[config.mk]
export PLATFORM = sky130hd
export DESIGN_NAME = sei2c_master
export DESIGN_NICKNAME = d
export VERILOG_FILES = /design/src/rtl/sei2c_pkg.sv /design/src/rtl/sei2c_master.sv
export VERILOG_INCLUDE_DIRS = /design/src /design/src/rtl
export SDC_FILE = /design/constraint.sdc
export NUM_CORES = 1
export LEC_CHECK = 0
export BUFFER_PORTS_ARGS = -buffer_cell sky130_fd_sc_hd__buf_2
export CORE_ASPECT_RATIO = 1.5
export CORE_UTILIZATION = 55
export CTS_CLUSTER_DIAMETER = 150
export DETAILED_ROUTE_END_ITERATION = 6
export GPL_TIMING_DRIVEN = 0
export HOLD_SLACK_MARGIN = 0.02
export PLACE_DENSITY = 0.84
export SYNTH_ARGS = -nofsm -noshare
export SYNTH_HDL_FRONTEND = slang
export SYNTH_SLANG_ARGS = --single-unit
[constraint.sdc]
create_clock -name CLK_I -period 6.1 [get_ports CLK_I]
set_clock_uncertainty 0.1 [all_clocks]
set_input_delay 1.22 -clock CLK_I [delete_from_list [all_inputs] [get_ports CLK_I]]
set_output_delay 1.22 -clock CLK_I [all_outputs]
set_load 0.1 [all_outputs]
[src/rtl/sei2c_params.svh]
/*
 * Constants for the serial engine I2C master pin block: start-up modes,
 * port widths, pin positions, clock divider and idle UART levels.
 * Assumes inclusion by bare name before the package.
 */
`ifndef SEI2C_PARAMS_SVH
`define SEI2C_PARAMS_SVH

`define SEI2C_PORT_W 8
`define SEI2C_SCL_BIT 0
`define SEI2C_SDO_BIT 1
`define SEI2C_SDI_BIT 2
// Quarter bit period in ns; 100 kHz bus gives 2500 ns per quarter
`define SEI2C_QUARTER_NS 2500
`define SEI2C_CLK_NS 5
`define SEI2C_QUARTER_CYC ((`SEI2C_QUARTER_NS) / (`SEI2C_CLK_NS))
// Idle UART levels on the low port: TXD high, RTS high, DTR high
`define SEI2C_UART_IDLE 8'h0D
`define SEI2C_UART_IDLE_OE 8'h0D
// High port lines kept by FIFO functions while in FIFO mode
`define SEI2C_FIFO_HI_MASK 8'h0F
`define SEI2C_ENGINE_OE_LOW 8'h03

`endif

[src/rtl/sei2c_pkg.sv]
/*
 * Types for the serial engine I2C master pin block.
 * Assumes the params header is on the include path.
 */
package sei2c_pkg;
    typedef enum logic [1:0] {
        SEI2C_BOOT_UART = 2'h0,
        SEI2C_BOOT_FIFO = 2'h1
    } sei2c_boot_t;

    typedef enum logic [2:0] {
        SEI2C_CMD_START = 3'h0,
        SEI2C_CMD_STOP = 3'h1,
        SEI2C_CMD_WRITE = 3'h2,
        SEI2C_CMD_READ = 3'h3,
        SEI2C_CMD_IDLE = 3'h4
    } sei2c_cmd_t;

    typedef enum {
        SEI2C_ST_BOOT,
        SEI2C_ST_READY,
        SEI2C_ST_START,
        SEI2C_ST_STOP,
        SEI2C_ST_BITS,
        SEI2C_ST_ACK,
        SEI2C_ST_DONE
    } sei2c_state_t;
endpackage

[src/rtl/sei2c_master.sv]
/*
 * Serial engine acting as I2C master on low-port pins, plus GPIO on
 * the remaining low-port and high-port lines.
 * Assumes a host-side command source on the same clock, and a board that
 * ties the data-out and data-in pins together with a pull-up.
 */
`timescale 1ns/100ps
`include "sei2c_params.svh"

// What this block does
// - Master only, never answers as slave
// - Sole master, no arbitration logic
// - Low bit 0 drives SCL in engine mode
// - Three-phase: data stable across both edges
// - Per-line drive-only-zero on both ports
// - FIFO start: all low lines tristated
// - UART start: low lines at UART idle
// - Engine mode entered from either start mode
// - FIFO-owned high lines not free GPIO
// - Spare low and high lines are GPIO in engine mode
module sei2c_master import sei2c_pkg::*; (
    input wire logic CLK_I,
    input wire logic RESET_N_I,
    input wire logic BOOT_FIFO_I,
    input wire logic ENGINE_EN_I,
    input wire logic THREE_PHASE_I,
    input wire logic CMD_VALID_I,
    input wire logic [2:0] CMD_I,
    input wire logic [7:0] CMD_DATA_I,
    input wire logic CMD_NACK_I,
    input wire logic [7:0] LO_DIR_I,
    input wire logic [7:0] LO_VAL_I,
    input wire logic [7:0] LO_OD_I,
    input wire logic [7:0] HI_DIR_I,
    input wire logic [7:0] HI_VAL_I,
    input wire logic [7:0] HI_OD_I,
    input wire logic [7:0] HI_FIFO_VAL_I,
    input wire logic [7:0] LO_PIN_I,
    input wire logic [7:0] HI_PIN_I,
    output logic [7:0] LO_PIN_O,
    output logic [7:0] LO_PIN_OE_O,
    output logic [7:0] HI_PIN_O,
    output logic [7:0] HI_PIN_OE_O,
    output logic ENGINE_MODE_O,
    output logic CMD_READY_O,
    output logic DONE_O,
    output logic ACK_O,
    output logic [7:0] RD_DATA_O,
    output logic [7:0] LO_IN_O,
    output logic [7:0] HI_IN_O
);
    // ****************************************************************
    // Input synchronisers
    // ****************************************************************
    logic [7:0] lo_s1_reg, lo_s2_reg, hi_s1_reg, hi_s2_reg;
    logic boot_s1_reg, boot_s2_reg;
    always_ff @(posedge CLK_I or negedge RESET_N_I) begin
        if (!RESET_N_I) begin
            lo_s1_reg <= 8'hFF;
            lo_s2_reg <= 8'hFF;
            hi_s1_reg <= 8'hFF;
            hi_s2_reg <= 8'hFF;
            boot_s1_reg <= 1'h0;
            boot_s2_reg <= 1'h0;
        end else begin
            lo_s1_reg <= LO_PIN_I;
            lo_s2_reg <= lo_s1_reg;
            hi_s1_reg <= HI_PIN_I;
            hi_s2_reg <= hi_s1_reg;
            boot_s1_reg <= BOOT_FIFO_I;
            boot_s2_reg <= boot_s1_reg;
        end
    end

    // ****************************************************************
    // Quarter-period enable and bit sequencer
    // ****************************************************************
    localparam int QCYC = (`SEI2C_QUARTER_CYC < 1) ? 1 : `SEI2C_QUARTER_CYC;
    logic [15:0] div_reg;
    wire tick = (div_reg == 16'(QCYC - 1));

    sei2c_state_t state_reg;
    sei2c_boot_t boot_reg;
    logic [1:0] phase_reg;
    logic [2:0] bit_reg;
    logic [2:0] cmd_reg;
    logic [7:0] sh_reg;
    logic nack_reg, scl_reg, sdo_reg;
    wire sda_in = lo_s2_reg[`SEI2C_SDI_BIT];
    // Three-phase holds data two quarters past the falling edge, two-phase one quarter
    wire [1:0] last_phase = THREE_PHASE_I ? 2'h3 : 2'h2;
    wire phase_end = tick && (phase_reg == last_phase);
    wire is_read = (cmd_reg == SEI2C_CMD_READ);

    always_ff @(posedge CLK_I or negedge RESET_N_I) begin
        if (!RESET_N_I) begin
            div_reg <= 16'h0000;
            state_reg <= SEI2C_ST_BOOT;
            boot_reg <= SEI2C_BOOT_UART;
            phase_reg <= 2'h0;
            bit_reg <= 3'h0;
            cmd_reg <= 3'h0;
            sh_reg <= 8'h00;
            nack_reg <= 1'h0;
            scl_reg <= 1'h1;
            sdo_reg <= 1'h1;
            ACK_O <= 1'h0;
            DONE_O <= 1'h0;
            RD_DATA_O <= 8'h00;
        end else begin
            div_reg <= (tick || state_reg == SEI2C_ST_READY) ? 16'h0000
                       : div_reg + 16'h0001;
            DONE_O <= 1'h0;
            unique case (state_reg)
                SEI2C_ST_BOOT: begin
                    // Start-up mode follows the synchronised pin every cycle while in the boot state
                    boot_reg <= boot_s2_reg ? SEI2C_BOOT_FIFO
                                            : SEI2C_BOOT_UART;
                    if (ENGINE_EN_I) begin
                        state_reg <= SEI2C_ST_READY;
                    end
                end
                SEI2C_ST_READY: begin
                    phase_reg <= 2'h0;
                    bit_reg <= 3'h7;
                    if (!ENGINE_EN_I) begin
                        state_reg <= SEI2C_ST_BOOT;
                    end else if (CMD_VALID_I) begin
                        cmd_reg <= CMD_I;
                        sh_reg <= CMD_DATA_I;
                        nack_reg <= CMD_NACK_I;
                        unique case (CMD_I)
                            SEI2C_CMD_START: state_reg <= SEI2C_ST_START;
                            SEI2C_CMD_STOP: state_reg <= SEI2C_ST_STOP;
                            SEI2C_CMD_WRITE,
                            SEI2C_CMD_READ: state_reg <= SEI2C_ST_BITS;
                            default: begin
                                scl_reg <= 1'h1;
                                sdo_reg <= 1'h1;
                                state_reg <= SEI2C_ST_DONE;
                            end
                        endcase
                    end
                end
                SEI2C_ST_START: if (tick) begin
                    // SDA falls while SCL high, then SCL falls
                    phase_reg <= phase_reg + 2'h1;
                    unique case (phase_reg)
                        2'h0: begin
                            sdo_reg <= 1'h1;
                            scl_reg <= 1'h1;
                        end
                        2'h1: sdo_reg <= 1'h0;
                        2'h2: scl_reg <= 1'h0;
                        2'h3: state_reg <= SEI2C_ST_DONE;
                    endcase
                end
                SEI2C_ST_STOP: if (tick) begin
                    phase_reg <= phase_reg + 2'h1;
                    unique case (phase_reg)
                        2'h0: sdo_reg <= 1'h0;
                        2'h1: scl_reg <= 1'h1;
                        2'h2: sdo_reg <= 1'h1;
                        2'h3: state_reg <= SEI2C_ST_DONE;
                    endcase
                end
                SEI2C_ST_BITS, SEI2C_ST_ACK: if (tick) begin
                    phase_reg <= phase_end ? 2'h0 : phase_reg + 2'h1;
                    unique case (phase_reg)
                        2'h0: begin
                            // Data set while SCL low
                            if (state_reg == SEI2C_ST_ACK) begin
                                sdo_reg <= is_read ? nack_reg : 1'h1;
                            end else begin
                                sdo_reg <= is_read ? 1'h1 : sh_reg[7];
                            end
                        end
                        2'h1: scl_reg <= 1'h1;
                        2'h2: begin
                            scl_reg <= 1'h0;
                            if (state_reg == SEI2C_ST_ACK && !is_read) begin
                                ACK_O <= !sda_in;
                            end else if (state_reg == SEI2C_ST_BITS) begin
                                sh_reg <= {sh_reg[6:0], sda_in};
                            end
                        end
                        default: ;
                    endcase
                    if (phase_end) begin
                        if (state_reg == SEI2C_ST_ACK) begin
                            RD_DATA_O <= sh_reg;
                            state_reg <= SEI2C_ST_DONE;
                        end else if (bit_reg == 3'h0) begin
                            state_reg <= SEI2C_ST_ACK;
                        end else begin
                            bit_reg <= bit_reg - 3'h1;
                        end
                    end
                end
                SEI2C_ST_DONE: begin
                    DONE_O <= 1'h1;
                    state_reg <= SEI2C_ST_READY;
                end
            endcase
        end
    end

    // ****************************************************************
    // Pin drive: boot modes, engine lines and GPIO
    // ****************************************************************
    wire engine = (state_reg != SEI2C_ST_BOOT);
    wire [7:0] io_mask = ~8'(`SEI2C_ENGINE_OE_LOW | (8'h01 << `SEI2C_SDI_BIT));
    // Engine lines: SCL always driven, SDO released as open drain
    wire [7:0] eng_val = {5'h00, 1'b0, sdo_reg, scl_reg};
    wire [7:0] eng_oe = {5'h00, 1'b0, ~sdo_reg, 1'b1};
    wire [7:0] lo_gp_oe = LO_DIR_I & ~(LO_OD_I & LO_VAL_I);
    wire [7:0] hi_gp_oe = HI_DIR_I & ~(HI_OD_I & HI_VAL_I);
    wire fifo_boot = (boot_reg == SEI2C_BOOT_FIFO);
    wire [7:0] fifo_hi = fifo_boot ? 8'(`SEI2C_FIFO_HI_MASK) : 8'h00;
    wire [7:0] lo_val_n = engine ? ((LO_VAL_I & io_mask) | eng_val)
                       : (fifo_boot ? 8'h00 : 8'(`SEI2C_UART_IDLE));
    wire [7:0] lo_oe_n = engine ? ((lo_gp_oe & io_mask) | eng_oe)
                       : (fifo_boot ? 8'h00
                                    : 8'(`SEI2C_UART_IDLE_OE));
    // FIFO-owned high lines keep FIFO values, never GPIO
    wire [7:0] hi_val_n = (HI_VAL_I & ~fifo_hi) | (HI_FIFO_VAL_I & fifo_hi);
    wire [7:0] hi_oe_n = (engine ? hi_gp_oe : 8'h00) & ~fifo_hi
                       | fifo_hi;

    always_ff @(posedge CLK_I or negedge RESET_N_I) begin
        if (!RESET_N_I) begin
            LO_PIN_O <= 8'h00;
            LO_PIN_OE_O <= 8'h00;
            HI_PIN_O <= 8'h00;
            HI_PIN_OE_O <= 8'h00;
            ENGINE_MODE_O <= 1'h0;
            CMD_READY_O <= 1'h0;
            LO_IN_O <= 8'hFF;
            HI_IN_O <= 8'hFF;
        end else begin
            LO_PIN_O <= lo_val_n;
            LO_PIN_OE_O <= lo_oe_n;
            HI_PIN_O <= hi_val_n;
            HI_PIN_OE_O <= hi_oe_n;
            ENGINE_MODE_O <= engine;
            CMD_READY_O <= (state_reg == SEI2C_ST_READY) && !CMD_VALID_I;
            LO_IN_O <= lo_s2_reg;
            HI_IN_O <= hi_s2_reg;
        end
    end
endmodule // sei2c_master

# Word-level counts from Yosys, hierarchy flattened
# Index checks and enable logic that the tools add are counted.
# Widths: inputs -> output; s select.
totals:
  elab_cells: 171
  in_bits: 90
  output_inout_bits: 60
  reg_bits: 163
classes:
  bitwise_logic: 15
  eq_ne: 42
  mux: 56
  reduce_logical: 28
  n_addsub: 3
ops:
  columns: ["op", "n"]
  rows:
  - ["$mux 32", 9]
  - ["$pmux 32 s5", 1]
  - ["$eq 32x2->1 const B", 3]
  - ["$eq 32x3->1 const B", 3]
  - ["$mux 8", 9]
  - ["$eq 32x4->1 const B", 2]
  - ["$and 8x8->8", 6]
  - ["$eq 32x1->1 const B", 1]
  - ["$logic_not 32->1", 1]
  - ["$reduce_bool 32->1", 1]
  - ["$ne 2x2->1 const B", 13]
  - ["$reduce_and 10->1", 2]
  - ["$mux 1", 17]
  - ["$add 16x1->16 const B", 1]
  - ["$eq 16x9->1 const B", 1]
  - ["$mux 16", 1]
  - ["$not 8->8", 2]
  - ["$or 8x2->8", 2]
  - ["$pmux 8 s2", 1]
  - ["$ne 3x3->1 const B", 5]
  - ["$reduce_and 7->1", 2]
  - ["$mux 3", 4]
  - ["$eq 3x2->1 const B", 3]
  - ["$pmux 3 s3", 1]
  - ["other kinds (32)", 53]

# Logic depth before layout (Yosys ltp)
depth:
  depth_word: 7
  depth_mapped: 9
  ltp_nobuf: 7

# Least setup slack after synthesis
# OpenSTA, ideal clock, no wires.
synth_path:
  kind: "register to output"
  from: "register LO_PIN_OE_O[2]"
  to: "output port LO_PIN_OE_O[2]"
  path_buffers: 1
  path_stages_with_launch: 2
  arrival_ps: 1324
  slack_ps: 3456
  required_ps: 4780
  cell_sequence: "dfrtp_1 > buf_4"
synth_rtl:
  columns: ["element", "line", "source"]
  rows:
  - ["from (decl)", "sei2c_master.sv:41", "output logic [7:0] LO_PIN_OE_O,"]
  - ["from (signal assigned)", "sei2c_master.sv:242", "LO_PIN_OE_O <= lo_oe_n;"]
# No word-level cell between the ends.

# Worst setup path after layout
layout_path:
  from: "register LO_IN_O[2]"
  to: "output port LO_IN_O[2]"
layout_rtl:
  columns: ["element", "line", "source"]
  rows:
  - ["from (decl)", "sei2c_master.sv:49", "output logic [7:0] LO_IN_O,"]
  - ["from (signal assigned)", "sei2c_master.sv:247", "LO_IN_O <= lo_s2_reg;"]
# No word-level cell between the ends.

==> results.md <==
* Total wire length at 10660 um
* Count of final max-slew check failures at 0
* Most common cell after layout, fill and taps aside: buf_2
* Outcome: finished clean
* Post-synth top area cell: dfrtp_1
* Top_reg_cell synth: dfrtp_1
* Worst-path maximum fanout at 1
* Power Dens Cells at 517.2 nW/um^2
* Synth Warn # at 0
* Leak at 3.077 nW
* DP HPWL at 7168 um
* Max reg flops at 16
* Max cap viols at 0
* Gr ovfl total at 0
* Post-cts resize count at 0
* Post-CTS Hold Buffers at 0
* Syn_nets at 464
* Flop-to-flop setup slack at 3.51 ns
* Bufs and invs on worst path at 1
* Worst Path Arrival at 1.35 ns
* Most frequent cells in the layout: buf_2 (135), dfrtp_1 (82), dfstp_2 (50)
* Drt initial violations at 195
* VDD IR-drop max at 472.8 uV
* CTS tree: done
* Slowest-stage cell, CP: dfstp_2
* CP Cell Sequence: buf_2
* H-tree lvl count at 4
* Reg clk slew, reported paths at 0.06 ns
* Clock sink count at 132
* Global-route wire length before repair at 17350 um
* Slew margin rel. at 56.73%
* Share of layout cells above drive strength 1 at 51.22%
* CTS Root Cell: clkbuf_16
* Mapped Cells at 365
* Clk Latency, worst-skew pair at 0.41 ns
* WP data required at 4.78 ns
* Post-route clock period utilization at 43.71%
* Diodes inserted at 0
* Post-route minimum period at 2.666 ns
* Async S/R FF share, synth at 100.0%
* Setup TNS at 0 ns
* Hold Crit Class: flip-flop to flip-flop
* Largest net degree at the start of global routing at 83
* Fin area at 6409 um^2
* Placement Cell Area at 5844 um^2
* Synth area leaders: dfrtp_1 (41%), dfstp_2 (26%), mux2_2 (7.2%), nand2_1 (2.6%), ha_1 (2.3%)
* DRC Markers at 0
* Gp weighted congestion at 0.9080
* Post-Syn Area at 4997 um^2
* Hold WS at 0.2514 ns
* Register area share after synthesis at 67.35%
* Total CTS buffers at 17
* Die width at 79.83 um
* Crit start category: flip-flop
* Number of I/O port buffers at 135
* I/O pin count at 150
* Register bit total from synthesis at 132
* Die Area at 9479 um^2
* CTS max path bufs at 2
* Initial antenna violation count at 0
* Initial Util at 56.60%
* Post-synth top area share at 41.06%
* Setup violators final at 0
* Fmax at 375.0 MHz
* # rows at 42
* Cell count after placement at 611
* Vias in the first global route at 3583
* Total power at 0.003315 W
* Core Region at 8828 um^2
* Number of synthesized flops with an enable pin at 0
* ANT nets after route at 0
* Filler instances at 562
* Vias at 3422
* Delay-heaviest family, CP: flip-flops
* Crit Path Class: flip-flop to output port
* Final Non-Filler Cells at 643
* Synth cell types at 52
* CP peak stage delay at 0.52 ns
* Die span in y at 118.7 um
* Drt wl/cell at 16.58 um
* Syn Area/Cell at 13.69 um^2
* Avg Vias per Cell at 5.322
* RSZ-0062 raised after global routing: false
* Global Route Usage Sum at 24.46%
* Length of the first detailed-routing pass in iterations at 4
* Setup crit end kind: output port
* Synthesis-to-finish area growth at 28.24%
* Post-CTS Repair Setup Buffers at 0
* Final hold vios at 0
* Slew @ Worst Pin at 0.6455 ns
* Fin nets at 619
synth_stat cells (all sizes together), types with 6 or more instances:
cell	instances
a21oi	12
and3	10
buf	6
dfrtp	82
dfstp	50
ha	9
inv	10
mux2	36
nand2	35
nand3	7
nor2	19
nor3	10
o21ai	11
xor2	7
path summary, 6_finish.rpt:
| path | start | endpoint | depth (start not counted) |
|---|---|---|---|
| max in group asynchronous | RESET_N_I | LO_IN_O[4] | 2 |
| worst min register to register | hi_s1_reg[6] | hi_s2_reg[6] | 0 |
| min in group asynchronous | RESET_N_I | cmd_reg[1] | 1 |
| worst max register to register | state_reg[1] | sh_reg[1] | 7 |
| worst min-delay path | hi_s1_reg[6] | hi_s2_reg[6] | 0 |
| worst max-delay path | LO_IN_O[2] | LO_IN_O[2] | 1 |
per-layer routing:
layer	up-vias	global-route usage, %	routed length (um)
met1	1686	27.65	4076
met5	-	0	0
li1	1586	-	-
met4	0	10.27	229
met2	133	42.36	5733
met3	17	7.027	619
cell families (layout without fill, tap and decap cells):
group	after synthesis	after routing	synth area share, %
flip-flops	132	132	67.35
adder cells (fa/ha/maj)	9	9	2.253
multiplexers	37	37	8.388
AO/OA/AOI/OAI	42	42	5.859
buffers and inverters	21	189	1.978
AND/OR/NAND/NOR	112	112	12.07
XOR/XNOR	12	12	2.103
stage by stage:
stage | worst slack, ns | utilization (%)
4_1_cts | 3.414 | 72.59
5_1_grt | 3.371 | 72.59
6_report | 3.434 | 72.59
3_3_place_gp | 2.201 | 65.82
3_5_place_dp | 3.350 | 66.20
2_1_floorplan | 3.456 | -
report_power, final:
| part | switching, W | internal, W | leakage, nW |
|---|---|---|---|
| Combinational | 0.000904 | 0.000320 | 1.24 |
| Sequential | 0.0000815 | 0.00104 | 1.55 |
| Clock | 0.000388 | 0.000576 | 0.288 |
| Total | 0.00137 | 0.00194 | 3.08 |
area by class of cell:
type / count / area [um^2] / share of cell area [%]
plain buffers: 11 / 61.31 / 0.9567
clock buffers: 18 / 439.2 / 6.853
clock inverters: 14 / 125.1 / 1.952
inverters: 10 / 37.54 / 0.5857
multi-input cells: 212 / 1533 / 23.92
flip-flops and latches: 132 / 3366 / 52.52
well taps: 110 / 137.6 / 2.148
repair buffers: 136 / 709.4 / 11.07
Power figures use the tool's default switching activity.
